--- config.mk ---
export PLATFORM = sky130hd
export DESIGN_NAME = uapc_core
export DESIGN_NICKNAME = d
export VERILOG_FILES = /design/src/verilog/uapc_pkg.sv /design/src/verilog/uapc_baud.sv /design/src/verilog/uapc_core.sv
export SDC_FILE = /design/constraint.sdc
export NUM_CORES = 1
export LEC_CHECK = 0
export BUFFER_PORTS_ARGS = -buffer_cell sky130_fd_sc_hd__buf_2
export CAP_MARGIN = 5
export CORE_MARGIN = 2
export CORE_UTILIZATION = 45
export DETAILED_ROUTE_END_ITERATION = 8
export PLACE_DENSITY = 0.73
export SYNTH_ARGS = -nofsm -noshare
export SYNTH_HDL_FRONTEND = slang
export SYNTH_HIERARCHICAL = 1
export SYNTH_SLANG_ARGS = --single-unit
--- constraint.sdc ---
create_clock -name clk_i -period 4.2 [get_ports clk_i]
set_input_delay 0.21 -clock clk_i [delete_from_list [all_inputs] [get_ports clk_i]]
set_output_delay 0.21 -clock clk_i [all_outputs]
set_load 0.01 [all_outputs]
--- src/verilog/uapc_pkg.sv ---
// Constants, register map and types of the parity UART core.
// Assumes a classic Wishbone slave with 32-bit data and byte addresses.
// Overview of operation
// Even parity: parity bit is one when the data has odd ones.
// Frame: start, 7 or 8 data bits, optional parity, 1 or 2 stops.
// Receiver flags parity error on odd total in even, even total in odd.
// Odd parity: parity bit is zero when data has odd ones, else one.
// Zero parity sends a zero parity bit; receiver never flags it.
// No parity: no parity bit sent or expected, no parity error.
// Transmit needs power then transmit enable; each buffer write sends a frame.
// Frame start moves buffer into shift register; framing bits added.
// Transmit done pulse when the last stop bit has finished.
// After a frame the transmitter idles until new buffer data.
// Buffer takes the next byte once shifting of the current frame began.
// Status bit 1 is buffer full, bit 0 is shift busy.
// Flag pair walks 10, 11, 01 during continuous sending.
// Software writes the next byte only while buffer full reads zero.
// Software waits for done pulse and idle shifter before reinitialising.
// On LIN, software waits for whole status zero before each write.
// Reception and input sampling need power then receive enable.
// Falling edge starts counter; low at divisor count is a start bit.
// At stop bit: done pulse, shift copied to buffer unless overrun.
// Parity error does not abort; error pulse comes at frame end.
// Receiver checks exactly one stop bit, ignoring a second one.
// Errors: parity mismatch, missing stop bit, overrun of unread buffer.
// Reading the error status register clears all its flags.
// Errors at frame end pulse error irq; merge select picks which line.
// Idle transmitter holds the output line high.
// Software reads error status before the receive buffer after an error.
`default_nettype none
package uapc_pkg;
    localparam logic [7:0] ADR_MODE = 8'h00;
    localparam logic [7:0] ADR_BAUD = 8'h04;
    localparam logic [7:0] ADR_TXBUF = 8'h08;
    localparam logic [7:0] ADR_RXBUF = 8'h0C;
    localparam logic [7:0] ADR_RXERR = 8'h10;
    localparam logic [7:0] ADR_TXSTAT = 8'h14;

    localparam logic [7:0] MODE_RESET = 8'h01;
    localparam logic [7:0] BAUD_RESET = 8'hFF;
    localparam logic [7:0] RXBUF_RESET = 8'hFF;
    localparam logic [7:0] DIV_MIN = 8'h08;

    localparam int MB_POWER = 7;
    localparam int MB_TXE = 6;
    localparam int MB_RXE = 5;
    localparam int MB_PS_HI = 4;
    localparam int MB_PS_LO = 3;
    localparam int MB_CHAR8 = 2;
    localparam int MB_STOP2 = 1;
    localparam int MB_MERGE = 0;

    localparam logic [1:0] PS_NONE = 2'h0;
    localparam logic [1:0] PS_ZERO = 2'h1;
    localparam logic [1:0] PS_ODD = 2'h2;
    localparam logic [1:0] PS_EVEN = 2'h3;

    localparam int ES_OVR = 0;
    localparam int ES_FRM = 1;
    localparam int ES_PAR = 2;
    localparam int TS_BUSY = 0;
    localparam int TS_FULL = 1;

    localparam logic [3:0] NB_CHAR7 = 4'h7;
    localparam logic [3:0] NB_CHAR8 = 4'h8;
    localparam logic [7:0] CHAR7_MASK = 8'h7F;
    localparam logic [7:0] CHAR8_MASK = 8'hFF;

    typedef enum logic [2:0] {ST_IDLE, ST_START, ST_DATA, ST_PAR, ST_STOP} uapc_state_t;
endpackage
`default_nettype wire
--- src/verilog/uapc_baud.sv ---
// Bit-time counter of the parity UART core.
// Assumes clr_i and run_i come from logic on the same clock.
`timescale 1ns/1ps
`default_nettype none
module uapc_baud #(
    parameter int W = 8
) (
    input wire logic clk_i,
    input wire logic rst_i,
    input wire logic clr_i,
    input wire logic run_i,
    input wire logic [W:0] match_i,
    output logic tick_o
);
    logic [W:0] count;

    assign tick_o = run_i && (count == match_i - 1'b1);

    always_ff @(posedge clk_i) begin
        if (rst_i || clr_i) begin
            count <= '0;
        end else if (tick_o) begin
            count <= '0;
        end else if (run_i) begin
            count <= count + 1'b1;
        end
    end
endmodule // uapc_baud
`default_nettype wire

--- src/verilog/uapc_core.sv ---
// Parity UART core: Wishbone register slave, transmitter and receiver.
// Assumes clk_i is the base clock; serial_in_pin_i is asynchronous.
`timescale 1ns/1ps
`default_nettype none
module uapc_core #(
    parameter int DIV_W = 8
) (
    input wire logic clk_i,
    input wire logic rst_i,
    input wire logic cyc_i,
    input wire logic stb_i,
    input wire logic we_i,
    input wire logic [7:0] adr_i,
    input wire logic [3:0] sel_i,
    input wire logic [31:0] dat_i,
    output logic [31:0] dat_o,
    output logic ack_o,
    input wire logic serial_in_pin_i,
    output logic serial_out_pin_o,
    output logic tx_done_irq_o,
    output logic rx_done_irq_o,
    output logic rx_error_irq_o
);
    generate
        if (DIV_W < 4 || DIV_W > 8) begin : g_bad_width
            $error("DIV_W must lie between 4 and 8");
        end
    endgenerate

    logic [7:0] mode;
    logic [DIV_W-1:0] divisor;
    logic [DIV_W-1:0] div_eff;
    logic power, tx_en, rx_en, merge, char8, stop2;
    logic [1:0] ps;
    logic [3:0] nbits;
    logic [7:0] cmask;
    logic acc, wr, rd;
    logic [7:0] next_rdata;

    assign power = mode[uapc_pkg::MB_POWER];
    assign tx_en = power && mode[uapc_pkg::MB_TXE];
    assign rx_en = power && mode[uapc_pkg::MB_RXE];
    assign ps = mode[uapc_pkg::MB_PS_HI:uapc_pkg::MB_PS_LO];
    assign char8 = mode[uapc_pkg::MB_CHAR8];
    assign stop2 = mode[uapc_pkg::MB_STOP2];
    assign merge = mode[uapc_pkg::MB_MERGE];
    assign nbits = char8 ? uapc_pkg::NB_CHAR8 : uapc_pkg::NB_CHAR7;
    assign cmask = char8 ? uapc_pkg::CHAR8_MASK : uapc_pkg::CHAR7_MASK;
    // Divisors below the minimum would squeeze the start-bit check; clamp them
    assign div_eff = (divisor < DIV_W'(uapc_pkg::DIV_MIN)) ? DIV_W'(uapc_pkg::DIV_MIN) : divisor;

    // Bus slave: one wait state, every address answered
    assign acc = cyc_i && stb_i && !ack_o;
    assign wr = acc && we_i && sel_i[0];
    assign rd = acc && !we_i;

    always_ff @(posedge clk_i) begin
        if (rst_i) begin
            ack_o <= 1'b0;
        end else begin
            ack_o <= acc;
        end
    end

    always_ff @(posedge clk_i) begin
        if (rst_i) begin
            mode <= uapc_pkg::MODE_RESET;
        end else if (wr && adr_i == uapc_pkg::ADR_MODE) begin
            mode <= dat_i[7:0];
        end
    end

    always_ff @(posedge clk_i) begin
        if (rst_i) begin
            divisor <= DIV_W'(uapc_pkg::BAUD_RESET);
        end else if (wr && adr_i == uapc_pkg::ADR_BAUD) begin
            divisor <= dat_i[DIV_W-1:0];
        end
    end

    // Transmitter
    uapc_pkg::uapc_state_t tx_state;
    logic [7:0] tx_buf, tx_sh;
    logic [3:0] tx_bits;
    logic buf_full, load_d, tx_par, tx_stop_n, tx_tick, tx_busy;
    logic tx_wr, tx_load, tx_end;

    function automatic logic par_of(input logic [1:0] mode_ps, input logic ones_odd);
        if (mode_ps == uapc_pkg::PS_EVEN) begin
            par_of = ones_odd;
        end else if (mode_ps == uapc_pkg::PS_ODD) begin
            par_of = !ones_odd;
        end else begin
            par_of = 1'b0;
        end
    endfunction

    assign tx_busy = (tx_state != uapc_pkg::ST_IDLE);
    assign tx_wr = wr && adr_i == uapc_pkg::ADR_TXBUF && tx_en;
    assign tx_end = tx_tick && tx_state == uapc_pkg::ST_STOP && (tx_stop_n || !stop2);
    // Guard on load_d: the flag still reads full in the cycle after a load
    assign tx_load = tx_en && buf_full && !load_d && (!tx_busy || tx_end);

    uapc_baud #(.W(DIV_W)) u_tx_baud (
        .clk_i(clk_i),
        .rst_i(rst_i),
        .clr_i(tx_load || !tx_en),
        .run_i(tx_busy),
        .match_i({div_eff, 1'b0}),
        .tick_o(tx_tick)
    );

    always_ff @(posedge clk_i) begin
        if (wr && adr_i == uapc_pkg::ADR_TXBUF) begin
            tx_buf <= dat_i[7:0];
        end
    end

    // Set wins over clear, so a write during the handover is kept
    always_ff @(posedge clk_i) begin
        if (rst_i || !tx_en) begin
            buf_full <= 1'b0;
        end else if (tx_wr) begin
            buf_full <= 1'b1;
        end else if (load_d) begin
            buf_full <= 1'b0;
        end
    end

    always_ff @(posedge clk_i) begin
        if (rst_i) begin
            load_d <= 1'b0;
        end else begin
            load_d <= tx_load;
        end
    end

    always_ff @(posedge clk_i) begin
        if (rst_i || !tx_en) begin
            tx_state <= uapc_pkg::ST_IDLE;
            tx_sh <= '0;
            tx_bits <= '0;
            tx_par <= 1'b0;
            tx_stop_n <= 1'b0;
        end else if (tx_load) begin
            tx_state <= uapc_pkg::ST_START;
            tx_sh <= tx_buf & cmask;
            tx_par <= par_of(ps, ^(tx_buf & cmask));
            tx_bits <= '0;
            tx_stop_n <= 1'b0;
        end else if (tx_tick) begin
            case (tx_state)
                uapc_pkg::ST_START: begin
                    tx_state <= uapc_pkg::ST_DATA;
                end
                uapc_pkg::ST_DATA: begin
                    tx_sh <= {1'b0, tx_sh[7:1]};
                    tx_bits <= tx_bits + 4'h1;
                    if (tx_bits == nbits - 4'h1) begin
                        tx_state <= (ps == uapc_pkg::PS_NONE) ? uapc_pkg::ST_STOP
                                                               : uapc_pkg::ST_PAR;
                    end
                end
                uapc_pkg::ST_PAR: begin
                    tx_state <= uapc_pkg::ST_STOP;
                end
                uapc_pkg::ST_STOP: begin
                    if (stop2 && !tx_stop_n) begin
                        tx_stop_n <= 1'b1;
                    end else begin
                        tx_state <= uapc_pkg::ST_IDLE;
                    end
                end
                default: begin
                    tx_state <= uapc_pkg::ST_IDLE;
                end
            endcase
        end
    end

    // Line lags the state by one cycle; done lags two, so it meets the stop edge
    logic tx_end_d;
    always_ff @(posedge clk_i) begin
        if (rst_i) begin
            serial_out_pin_o <= 1'b1;
            tx_end_d <= 1'b0;
            tx_done_irq_o <= 1'b0;
        end else begin
            tx_end_d <= tx_end;
            tx_done_irq_o <= tx_end_d;
            case (tx_state)
                uapc_pkg::ST_START: serial_out_pin_o <= 1'b0;
                uapc_pkg::ST_DATA: serial_out_pin_o <= tx_sh[0];
                uapc_pkg::ST_PAR: serial_out_pin_o <= tx_par;
                default: serial_out_pin_o <= 1'b1;
            endcase
        end
    end

    // Receiver input: three flops, a change counts when the last two agree
    logic rx_s1, rx_s2, rx_s3, rx_f, rx_f_d;
    always_ff @(posedge clk_i) begin
        if (rst_i) begin
            rx_s1 <= 1'b1;
            rx_s2 <= 1'b1;
            rx_s3 <= 1'b1;
        end else begin
            rx_s1 <= serial_in_pin_i;
            rx_s2 <= rx_s1;
            rx_s3 <= rx_s2;
        end
    end

    always_ff @(posedge clk_i) begin
        if (rst_i || !rx_en) begin
            rx_f <= 1'b1;
            rx_f_d <= 1'b1;
        end else begin
            if (rx_s2 == rx_s3) begin
                rx_f <= rx_s3;
            end
            rx_f_d <= rx_f;
        end
    end

    uapc_pkg::uapc_state_t rx_state;
    logic [7:0] rx_sh, rx_buf, next_rxdata;
    logic [3:0] rx_bits;
    logic [2:0] rx_err, new_err;
    logic rx_ones, rx_full, rx_tick, rx_fin, any_err, par_bad, rd_err, rd_buf;

    uapc_baud #(.W(DIV_W)) u_rx_baud (
        .clk_i(clk_i),
        .rst_i(rst_i),
        .clr_i(!rx_en || rx_state == uapc_pkg::ST_IDLE ||
               (rx_state == uapc_pkg::ST_START && rx_tick)),
        .run_i(rx_state != uapc_pkg::ST_IDLE),
        .match_i(rx_state == uapc_pkg::ST_START ? {1'b0, div_eff} : {div_eff, 1'b0}),
        .tick_o(rx_tick)
    );

    assign rx_fin = rx_tick && rx_state == uapc_pkg::ST_STOP;
    assign next_rxdata = char8 ? rx_sh : {1'b0, rx_sh[7:1]};
    assign par_bad = (ps == uapc_pkg::PS_EVEN && rx_ones) ||
                     (ps == uapc_pkg::PS_ODD && !rx_ones);
    always_comb begin
        new_err = '0;
        if (rx_fin) begin
            new_err[uapc_pkg::ES_OVR] = rx_full;
            new_err[uapc_pkg::ES_FRM] = !rx_f;
            new_err[uapc_pkg::ES_PAR] = par_bad;
        end
    end
    assign any_err = |new_err;
    assign rd_err = rd && adr_i == uapc_pkg::ADR_RXERR;
    assign rd_buf = rd && adr_i == uapc_pkg::ADR_RXBUF;

    always_ff @(posedge clk_i) begin
        if (rst_i || !rx_en) begin
            rx_state <= uapc_pkg::ST_IDLE;
            rx_sh <= '0;
            rx_bits <= '0;
            rx_ones <= 1'b0;
        end else begin
            case (rx_state)
                uapc_pkg::ST_IDLE: begin
                    if (rx_f_d && !rx_f) begin
                        rx_state <= uapc_pkg::ST_START;
                    end
                end
                uapc_pkg::ST_START: begin
                    if (rx_tick) begin
                        rx_state <= rx_f ? uapc_pkg::ST_IDLE : uapc_pkg::ST_DATA;
                        rx_bits <= '0;
                        rx_ones <= 1'b0;
                    end
                end
                uapc_pkg::ST_DATA: begin
                    if (rx_tick) begin
                        rx_sh <= {rx_f, rx_sh[7:1]};
                        rx_ones <= rx_ones ^ rx_f;
                        rx_bits <= rx_bits + 4'h1;
                        if (rx_bits == nbits - 4'h1) begin
                            rx_state <= (ps == uapc_pkg::PS_NONE) ? uapc_pkg::ST_STOP
                                                                   : uapc_pkg::ST_PAR;
                        end
                    end
                end
                uapc_pkg::ST_PAR: begin
                    if (rx_tick) begin
                        rx_ones <= rx_ones ^ rx_f;
                        rx_state <= uapc_pkg::ST_STOP;
                    end
                end
                uapc_pkg::ST_STOP: begin
                    if (rx_tick) begin
                        rx_state <= uapc_pkg::ST_IDLE;
                    end
                end
                default: begin
                    rx_state <= uapc_pkg::ST_IDLE;
                end
            endcase
        end
    end

    // Overrun keeps the unread byte: no copy while the buffer is full
    always_ff @(posedge clk_i) begin
        if (rst_i || !power) begin
            rx_buf <= uapc_pkg::RXBUF_RESET;
        end else if (rx_fin && !rx_full) begin
            rx_buf <= next_rxdata;
        end
    end

    always_ff @(posedge clk_i) begin
        if (rst_i || !power) begin
            rx_full <= 1'b0;
        end else if (rx_fin) begin
            rx_full <= 1'b1;
        end else if (rd_buf) begin
            rx_full <= 1'b0;
        end
    end

    always_ff @(posedge clk_i) begin
        if (rst_i || !power) begin
            rx_err <= '0;
        end else begin
            rx_err <= (rd_err ? 3'h0 : rx_err) | new_err;
        end
    end

    always_ff @(posedge clk_i) begin
        if (rst_i) begin
            rx_done_irq_o <= 1'b0;
            rx_error_irq_o <= 1'b0;
        end else begin
            rx_done_irq_o <= rx_fin && (!any_err || merge);
            rx_error_irq_o <= rx_fin && any_err && !merge;
        end
    end

    always_comb begin
        next_rdata = '0;
        if (adr_i == uapc_pkg::ADR_MODE) begin
            next_rdata = mode;
        end else if (adr_i == uapc_pkg::ADR_BAUD) begin
            next_rdata = 8'(divisor);
        end else if (adr_i == uapc_pkg::ADR_RXBUF) begin
            next_rdata = rx_buf;
        end else if (adr_i == uapc_pkg::ADR_RXERR) begin
            next_rdata = {5'h00, rx_err};
        end else if (adr_i == uapc_pkg::ADR_TXSTAT) begin
            next_rdata[uapc_pkg::TS_FULL] = buf_full;
            next_rdata[uapc_pkg::TS_BUSY] = tx_busy;
        end
    end

    always_ff @(posedge clk_i) begin
        if (rst_i) begin
            dat_o <= '0;
        end else if (rd) begin
            dat_o <= {24'h000000, next_rdata};
        end
    end
endmodule // uapc_core
`default_nettype wire

# After elaboration in Yosys (flattened, before gate mapping)
# Index checks and enable logic that the tools add are counted.
[word_totals]
in_bits = 50
word_cells = 200
ff_bits = 108
output_inout_bits = 37
[classes]
n_mux = 43
n_bitwise = 3
addsub = 7
n_reduce_logical = 83
magnitude_cmp = 1
eq_ne = 31
[ops]
columns = ["op", "n"]
rows = [
  ["8-bit two-way mux", 9],
  ["3-bit two-way mux", 11],
  ["1-bit logical AND", 30],
  ["9-bit by 1-bit adder with 9-bit output (second input constant)", 2],
  ["9-bit equality test", 2],
  ["9-bit by 1-bit subtractor with 9-bit output (second input constant)", 2],
  ["8-bit by 4-bit equality test with 1-bit output (second input constant)", 2],
  ["8-bit by 5-bit equality test with 1-bit output (second input constant)", 2],
  ["1-bit logical NOT", 15],
  ["3-bit one-hot mux with 5 select lines", 1],
  ["3-bit AND reduction", 5],
  ["2-bit inequality test (second input constant)", 7],
  ["3-bit by 2-bit equality test with 1-bit output (second input constant)", 4],
  ["1-bit logical OR", 12],
  ["4-bit two-way mux", 3],
  ["3-bit one-hot mux with 4 select lines", 1],
  ["2-bit nonzero test", 6],
  ["1-bit two-way mux", 11],
  ["9-bit two-way mux", 1],
  ["4-bit by 1-bit adder with 4-bit output (second input constant)", 2],
  ["8-bit bitwise AND", 1],
  ["4-bit equality test", 2],
  ["8-bit by 3-bit equality test with 1-bit output (second input constant)", 1],
  ["8-bit logical NOT", 1],
  ["22 further kinds", 35],
]

# Logic depth before layout (Yosys ltp)
[depth]
depth_word = 12
ltp_mapped = 20
depth_no_buf = 18

# By module
# Netlist, hierarchy kept.
[by_module_without_submodules]
columns = ["mod", "cells_each", "area_per_inst_um2", "seq_area_each_um2", "n_inst"]
rows = [
  ["uapc_core", 509, 4282.9, 1881.8, 1],
  ["uapc_baud", 98, 800.8, 180.2, 2],
]

# Worst setup path before layout
# No wires, ideal clock.
[synth_timing]
path_type = "register -> register"
start = "register rx_state[1]"
end = "register rx_sh[0]"
setup_ns = 0.132
required_ns = 4.068
path_stages_with_launch = 20
slack_ns = 0.559
n_path_buf = 4
t_arrival_ns = 3.508
period_less_slack_ns = 3.641
cell_sequence = "dfxtp_1 -> clkbuf_1 -> nand2b_1 -> nor2_1 -> clkbuf_1 -> nand3_1 -> o21ai_0 -> inv_1 -> ha_1 -> buf_2 -> o21bai_1 -> a211oi_1 -> a211oi_2 -> o21ai_4 -> and3_1 -> nand2b_1 -> or2_2 -> clkbuf_1 -> nand2_1 -> a21oi_1"
[synth_between]
elab_chain_cells = 6
elab_cells_between_ends = 8
classes_between = "1 x add/sub; 3 x eq/ne; 1 x mux; 3 x reduce/logical"
[synth_rtl]
columns = ["element", "line_no", "text"]
rows = [
  ["start, declared", "uapc_core.sv:226", "uapc_pkg::uapc_state_t rx_state;"],
  ["start signal, assigned", "uapc_core.sv:260", "rx_state <= uapc_pkg::ST_IDLE;"],
  ["start signal, assigned", "uapc_core.sv:268", "rx_state <= uapc_pkg::ST_START;"],
  ["start signal, assigned", "uapc_core.sv:273", "rx_state <= rx_f ? uapc_pkg::ST_IDLE : uapc_pkg::ST_DATA;"],
  ["3-bit by 1-bit equality test with 1-bit output", "uapc_core.sv:238", ".match_i(rx_state == uapc_pkg::ST_START ? {1'b0, div_eff} : {div_eff, 1'b0}),"],
  ["9-bit two-way mux", "uapc_core.sv:238", ""],
  ["9-bit by 1-bit subtractor with 9-bit output", "uapc_baud.sv:17", "assign tick_o = run_i && (count == match_i - 1'b1);"],
  ["9-bit equality test", "uapc_baud.sv:17", ""],
  ["1-bit logical AND *", "uapc_baud.sv:17", ""],
  ["via rx_tick", "uapc_core.sv:230", "logic rx_ones, rx_full, rx_tick, rx_fin, any_err, par_bad, rd_err, rd_buf;"],
  ["2-bit AND reduction (no line) *", "n/a", ""],
  ["end signal, assigned", "uapc_core.sv:280", "rx_sh <= {rx_f, rx_sh[7:1]};"],
  ["end, declared", "uapc_core.sv:227", "logic [7:0] rx_sh, rx_buf, next_rxdata;"],
]
# The timed path passes the listed nets; every way through them passes the cells marked *.
# A chain may end at the register's enable or synchronous reset.

# Worst setup path after layout
[layout_timing]
start = "register divisor[7]"
end = "register tx_par"
[layout_between]
elab_chain_cells = 9
[layout_rtl]
columns = ["element", "line_no", "text"]
rows = [
  ["start, declared", "uapc_core.sv:31", "logic [DIV_W-1:0] divisor;"],
  ["start signal, assigned", "uapc_core.sv:75", "divisor <= DIV_W'(uapc_pkg::BAUD_RESET);"],
  ["start signal, assigned", "uapc_core.sv:77", "divisor <= dat_i[DIV_W-1:0];"],
  ["8-bit by 4-bit less-than comparator with 1-bit output", "uapc_core.sv:50", "assign div_eff = (divisor < DIV_W'(uapc_pkg::DIV_MIN)) ? DIV_W'(uapc_pkg::DIV_MIN) : divisor;"],
  ["8-bit two-way mux", "uapc_core.sv:50", ""],
  ["via div_eff[0]", "uapc_core.sv:32", "logic [DIV_W-1:0] div_eff;"],
  ["9-bit by 1-bit subtractor with 9-bit output", "uapc_baud.sv:17", ""],
  ["9-bit equality test", "uapc_baud.sv:17", ""],
  ["1-bit logical AND", "uapc_baud.sv:17", ""],
  ["via tx_tick", "uapc_core.sv:85", "logic buf_full, load_d, tx_par, tx_stop_n, tx_tick, tx_busy;"],
  ["1-bit logical AND (2 in series)", "uapc_core.sv:100", "assign tx_end = tx_tick && tx_state == uapc_pkg::ST_STOP && (tx_stop_n || !stop2);"],
  ["1-bit logical OR", "uapc_core.sv:102", "assign tx_load = tx_en && buf_full && !load_d && (!tx_busy || tx_end);"],
  ["1-bit logical AND", "uapc_core.sv:102", ""],
  ["end signal, assigned", "uapc_core.sv:148", "tx_par <= par_of(ps, ^(tx_buf & cmask));"],
  ["end, declared", "uapc_core.sv:85", ""],
]
# The timed path passes the listed nets, and every way through them passes these cells.

==> run_results.csv <==
group,metric,value,unit
place,dp.cells,893,
die,chipHeight,118.4,um
clock_tree,cts_resized,0,
setup_path,cp_max_fo,10,
routing,drt_iter0_markers,305,
yosys,syn_inst,705,
die,start_util,46.44,%
sta,fin_hold_ws,0.04474,ns
place,portBuffers,35,
clock_tree,htree_num_levels,3,
die,die_width,118.4,um
sta,slew-limit-headroom,34.84,%
routing,drt_wl_total,12440,um
place,place_ws,0.4599,ns
sta,fin_crit_sh,90.58,%
finish,num_antenna_cells,0,
finish,layout_common_cells,"113 x nand2_1, 100 x dfxtp_1, 56 x nor2_1",
yosys,async_flop_share,0,%
sta,max_freq,262.8,MHz
place,gp_congestion,0.8464,
power,power.leakage,2.437,nW
yosys,yosysTopAreaCell,"dfxtp_1",
routing,ant_nets,0,
finish,drive_gt1_share,14.11,%
power,swShare,22.08,%
status,status,"finished clean",
power,power.internal,0.001525,W
run,max_cap_violations,0,
sta,setup_viol,0,
yosys,yosysWarnings,6,
global_route,grt_first_pass_wirelength,20990,um
clock_tree,cts-hold-fix-buffers,0,
finish,final_util,50.79,%
clock_tree,clk_pin_slew,0.08,ns
die,core_area,12670,um^2
yosys,synth_area,5884,um^2
power,clock_power_share,43.6,%
global_route,grt-ovfl-total,0,
finish,layout_commonest_cell,"nand2_1",
setup_path,required,4.47,ns
setup_path,worstSetupStartpointType,"flop",
clock_tree,cts_setup_buffers,0,
yosys,ys.flop_type,"dfxtp_1",
sta,clock_skew,0.01105,ns
sta,min_period,3.805,ns
yosys,avgSynthCellArea,8.347,um^2
finish,layout.area.seq,2242,um^2
global_route,track_usage,18.14,%
global_route,grt_start_max_net_pins,39,
routing,wl_per_cell,13.69,um
sta,slew_violations,0,
yosys,seq_area_frac_synth,38.10,%
clock_tree,clock_latency,0.35,ns
sta,layout_setup_ws,0.3955,ns
power,peakVddDrop,190.3,uV
die,dieArea,14010,um^2
routing,vias,4736,
routing,drtPass1Iterations,5,
finish,nets,788,
yosys,synth-edff-count,8,
die,ios,87,
yosys,synth_top_area_share,34.02,%
die,row_count,41,
power,pwr-share-comb,3.3,%
place,dp_hpwl,8912,um
yosys,synth.distinct_cells,64,
yosys,synth_seq_cells,108,
min_path,hold_path.class,"primary input to flop",
power,p_per_area,304.2,nW/um^2
routing,vias_per_cell,5.210,
yosys,synth_area_leaders,"dfxtp_1 34%, nand2_1 7.2%, xor2_1 4.5%",
clock_tree,cts.sinks,108,
setup_path,cp-end-kind,"flop",
sta,grt_setup_unrepaired,"false",
finish,syn2layout_area_growth,9.356,%
clock_tree,root_buffer,"clkbuf_16",
setup_path,critPathKind,"flop to flop",
finish,fill_cells,1246,
clock_tree,tritoncts,"yes",
sta,setup_tns,0,ns
finish,fin_cells,909,
global_route,grt_pass1_vias,4319,
clock_tree,cts_made_buffers,9,
global_route,antenna_found_initial,0,
power,p_switching,0.0004322,W
clock_tree,clockBufferDepth,2,
power,seqPwrFrac,53.1,%
setup_path,critPathArrivalTime,4.08,ns
finish,multi_input_area,3279,um^2
sta,hold_viol,0,
routing,drc,0,
sta,worst_slew_pin_slew,0.9672,ns
logic make-up (layout without fill, tap and decap cells):
family	count (synthesis)	count (layout)	synth area share [%]
AOI/OAI and AO/OA	138	138	15.39
buffers and inverters	90	93	8.016
adders and majority gates	6	6	1.276
muxes	19	19	3.359
and+or+nand+nor	287	287	24.58
DFF	108	108	38.10
other	1	30	0.06373
xor gates and xnor gates	56	56	9.207
metal layers:
metal  wire (um)  GRT usage (%)
met3         449          3.861
met4         116          4.518
met1        6080          24.68
met5           0              0
met2        5796          29.30
power by group through the flow:
stage | Combinational (W) | Sequential [W] | Clock [W]
floorplan | 0.0000586 | 0.00106 | 0
global placement | 0.0000635 | 0.00106 | 0
detailed placement | 0.0000635 | 0.00106 | 0
CTS | 0.0000638 | 0.00104 | 0.000869
global route | 0.0000708 | 0.00104 | 0.000917
finish | 0.0000645 | 0.00104 | 0.000854
Yosys cell counts (3+ instances only):
cell type,n
nor3_4,3
o21ai_0,16
nand4_1,14
o31ai_1,4
edfxtp_1,8
nor2_1,56
nand2_1,113
buf_6,3
ha_1,6
nand2b_1,10
and2_1,4
or3_1,4
xor2_1,30
mux2_2,4
nor4_1,3
a31oi_1,20
inv_1,25
o211ai_1,9
a22oi_1,8
a21oi_1,50
clkbuf_1,25
and3_1,4
nor2b_1,8
mux2i_1,13
nor3_1,20
nand3_1,22
buf_2,10
nand3b_1,6
buf_4,26
a211oi_1,5
dfxtp_1,100
or2_2,6
xnor2_1,23
a211o_2,8
sequential cells by signal (all words and copies together), names as in the netlist, 3 cells and up:
name	flops
rx_state	3
rx_sh	8
rx_bits	4
rx_buf	8
tx_sh	8
divisor	8
tx_bits	4
tx_state	3
u_tx_baud/count	9
tx_buf	8
dat_o	8
u_rx_baud/count	9
mode	8
rx_err	3
critical path, stage by stage, from the launching register on:
cell and delay, ns:
dfxtp_1 0.49, nor3_1 0.10, nand2_1 0.17, nand2_1 0.12, inv_1 0.14, inv_1 0.06
ha_1 0.29, o21bai_1 0.20, a211oi_1 0.27, a211oi_2 0.09, o21ai_4 0.27, and3_1 0.30
inv_1 0.12, o21ai_0 0.33, and4_1 0.48, nand3_1 0.13, a21oi_1 0.16
path summary, 6_finish.rpt:
kind	slack (ns)	depth (start not counted)	from	endpoint
setup reg to reg	0.40	16	divisor[7]$_SDFFE_PP1P_	tx_par$_SDFFE_PP0P_
setup / recovery	0.40	16	divisor[7]$_SDFFE_PP1P_	tx_par$_SDFFE_PP0P_
hold / removal	0.04	2	serial_in_pin_i	rx_s1$_SDFF_PP1_
hold reg to reg	0.42	1	rx_s1$_SDFF_PP1_	rx_s2$_SDFF_PP1_
final cells by class:
cell class              count  share of cell area (%)
well taps                 172                   3.344
inverters                  25                   1.458
multi-input cells         536                   50.96
clock inverters             6                   1.128
clock buffers              10                   3.558
flip-flops and latches    108                   34.84
repair buffers             52                   4.705
through the flow:
| stage | total power [W] | cell area [um^2] |
|---|---|---|
| floorplan | 0.001122 | 5993 |
| global placement | 0.001126 | 6133 |
| detailed placement | 0.001126 | 6133 |
| CTS | 0.001971 | 6435 |
| global route | 0.002026 | 6435 |
| finish | 0.001958 | 6435 |
(Power assumes the default switching activity.)
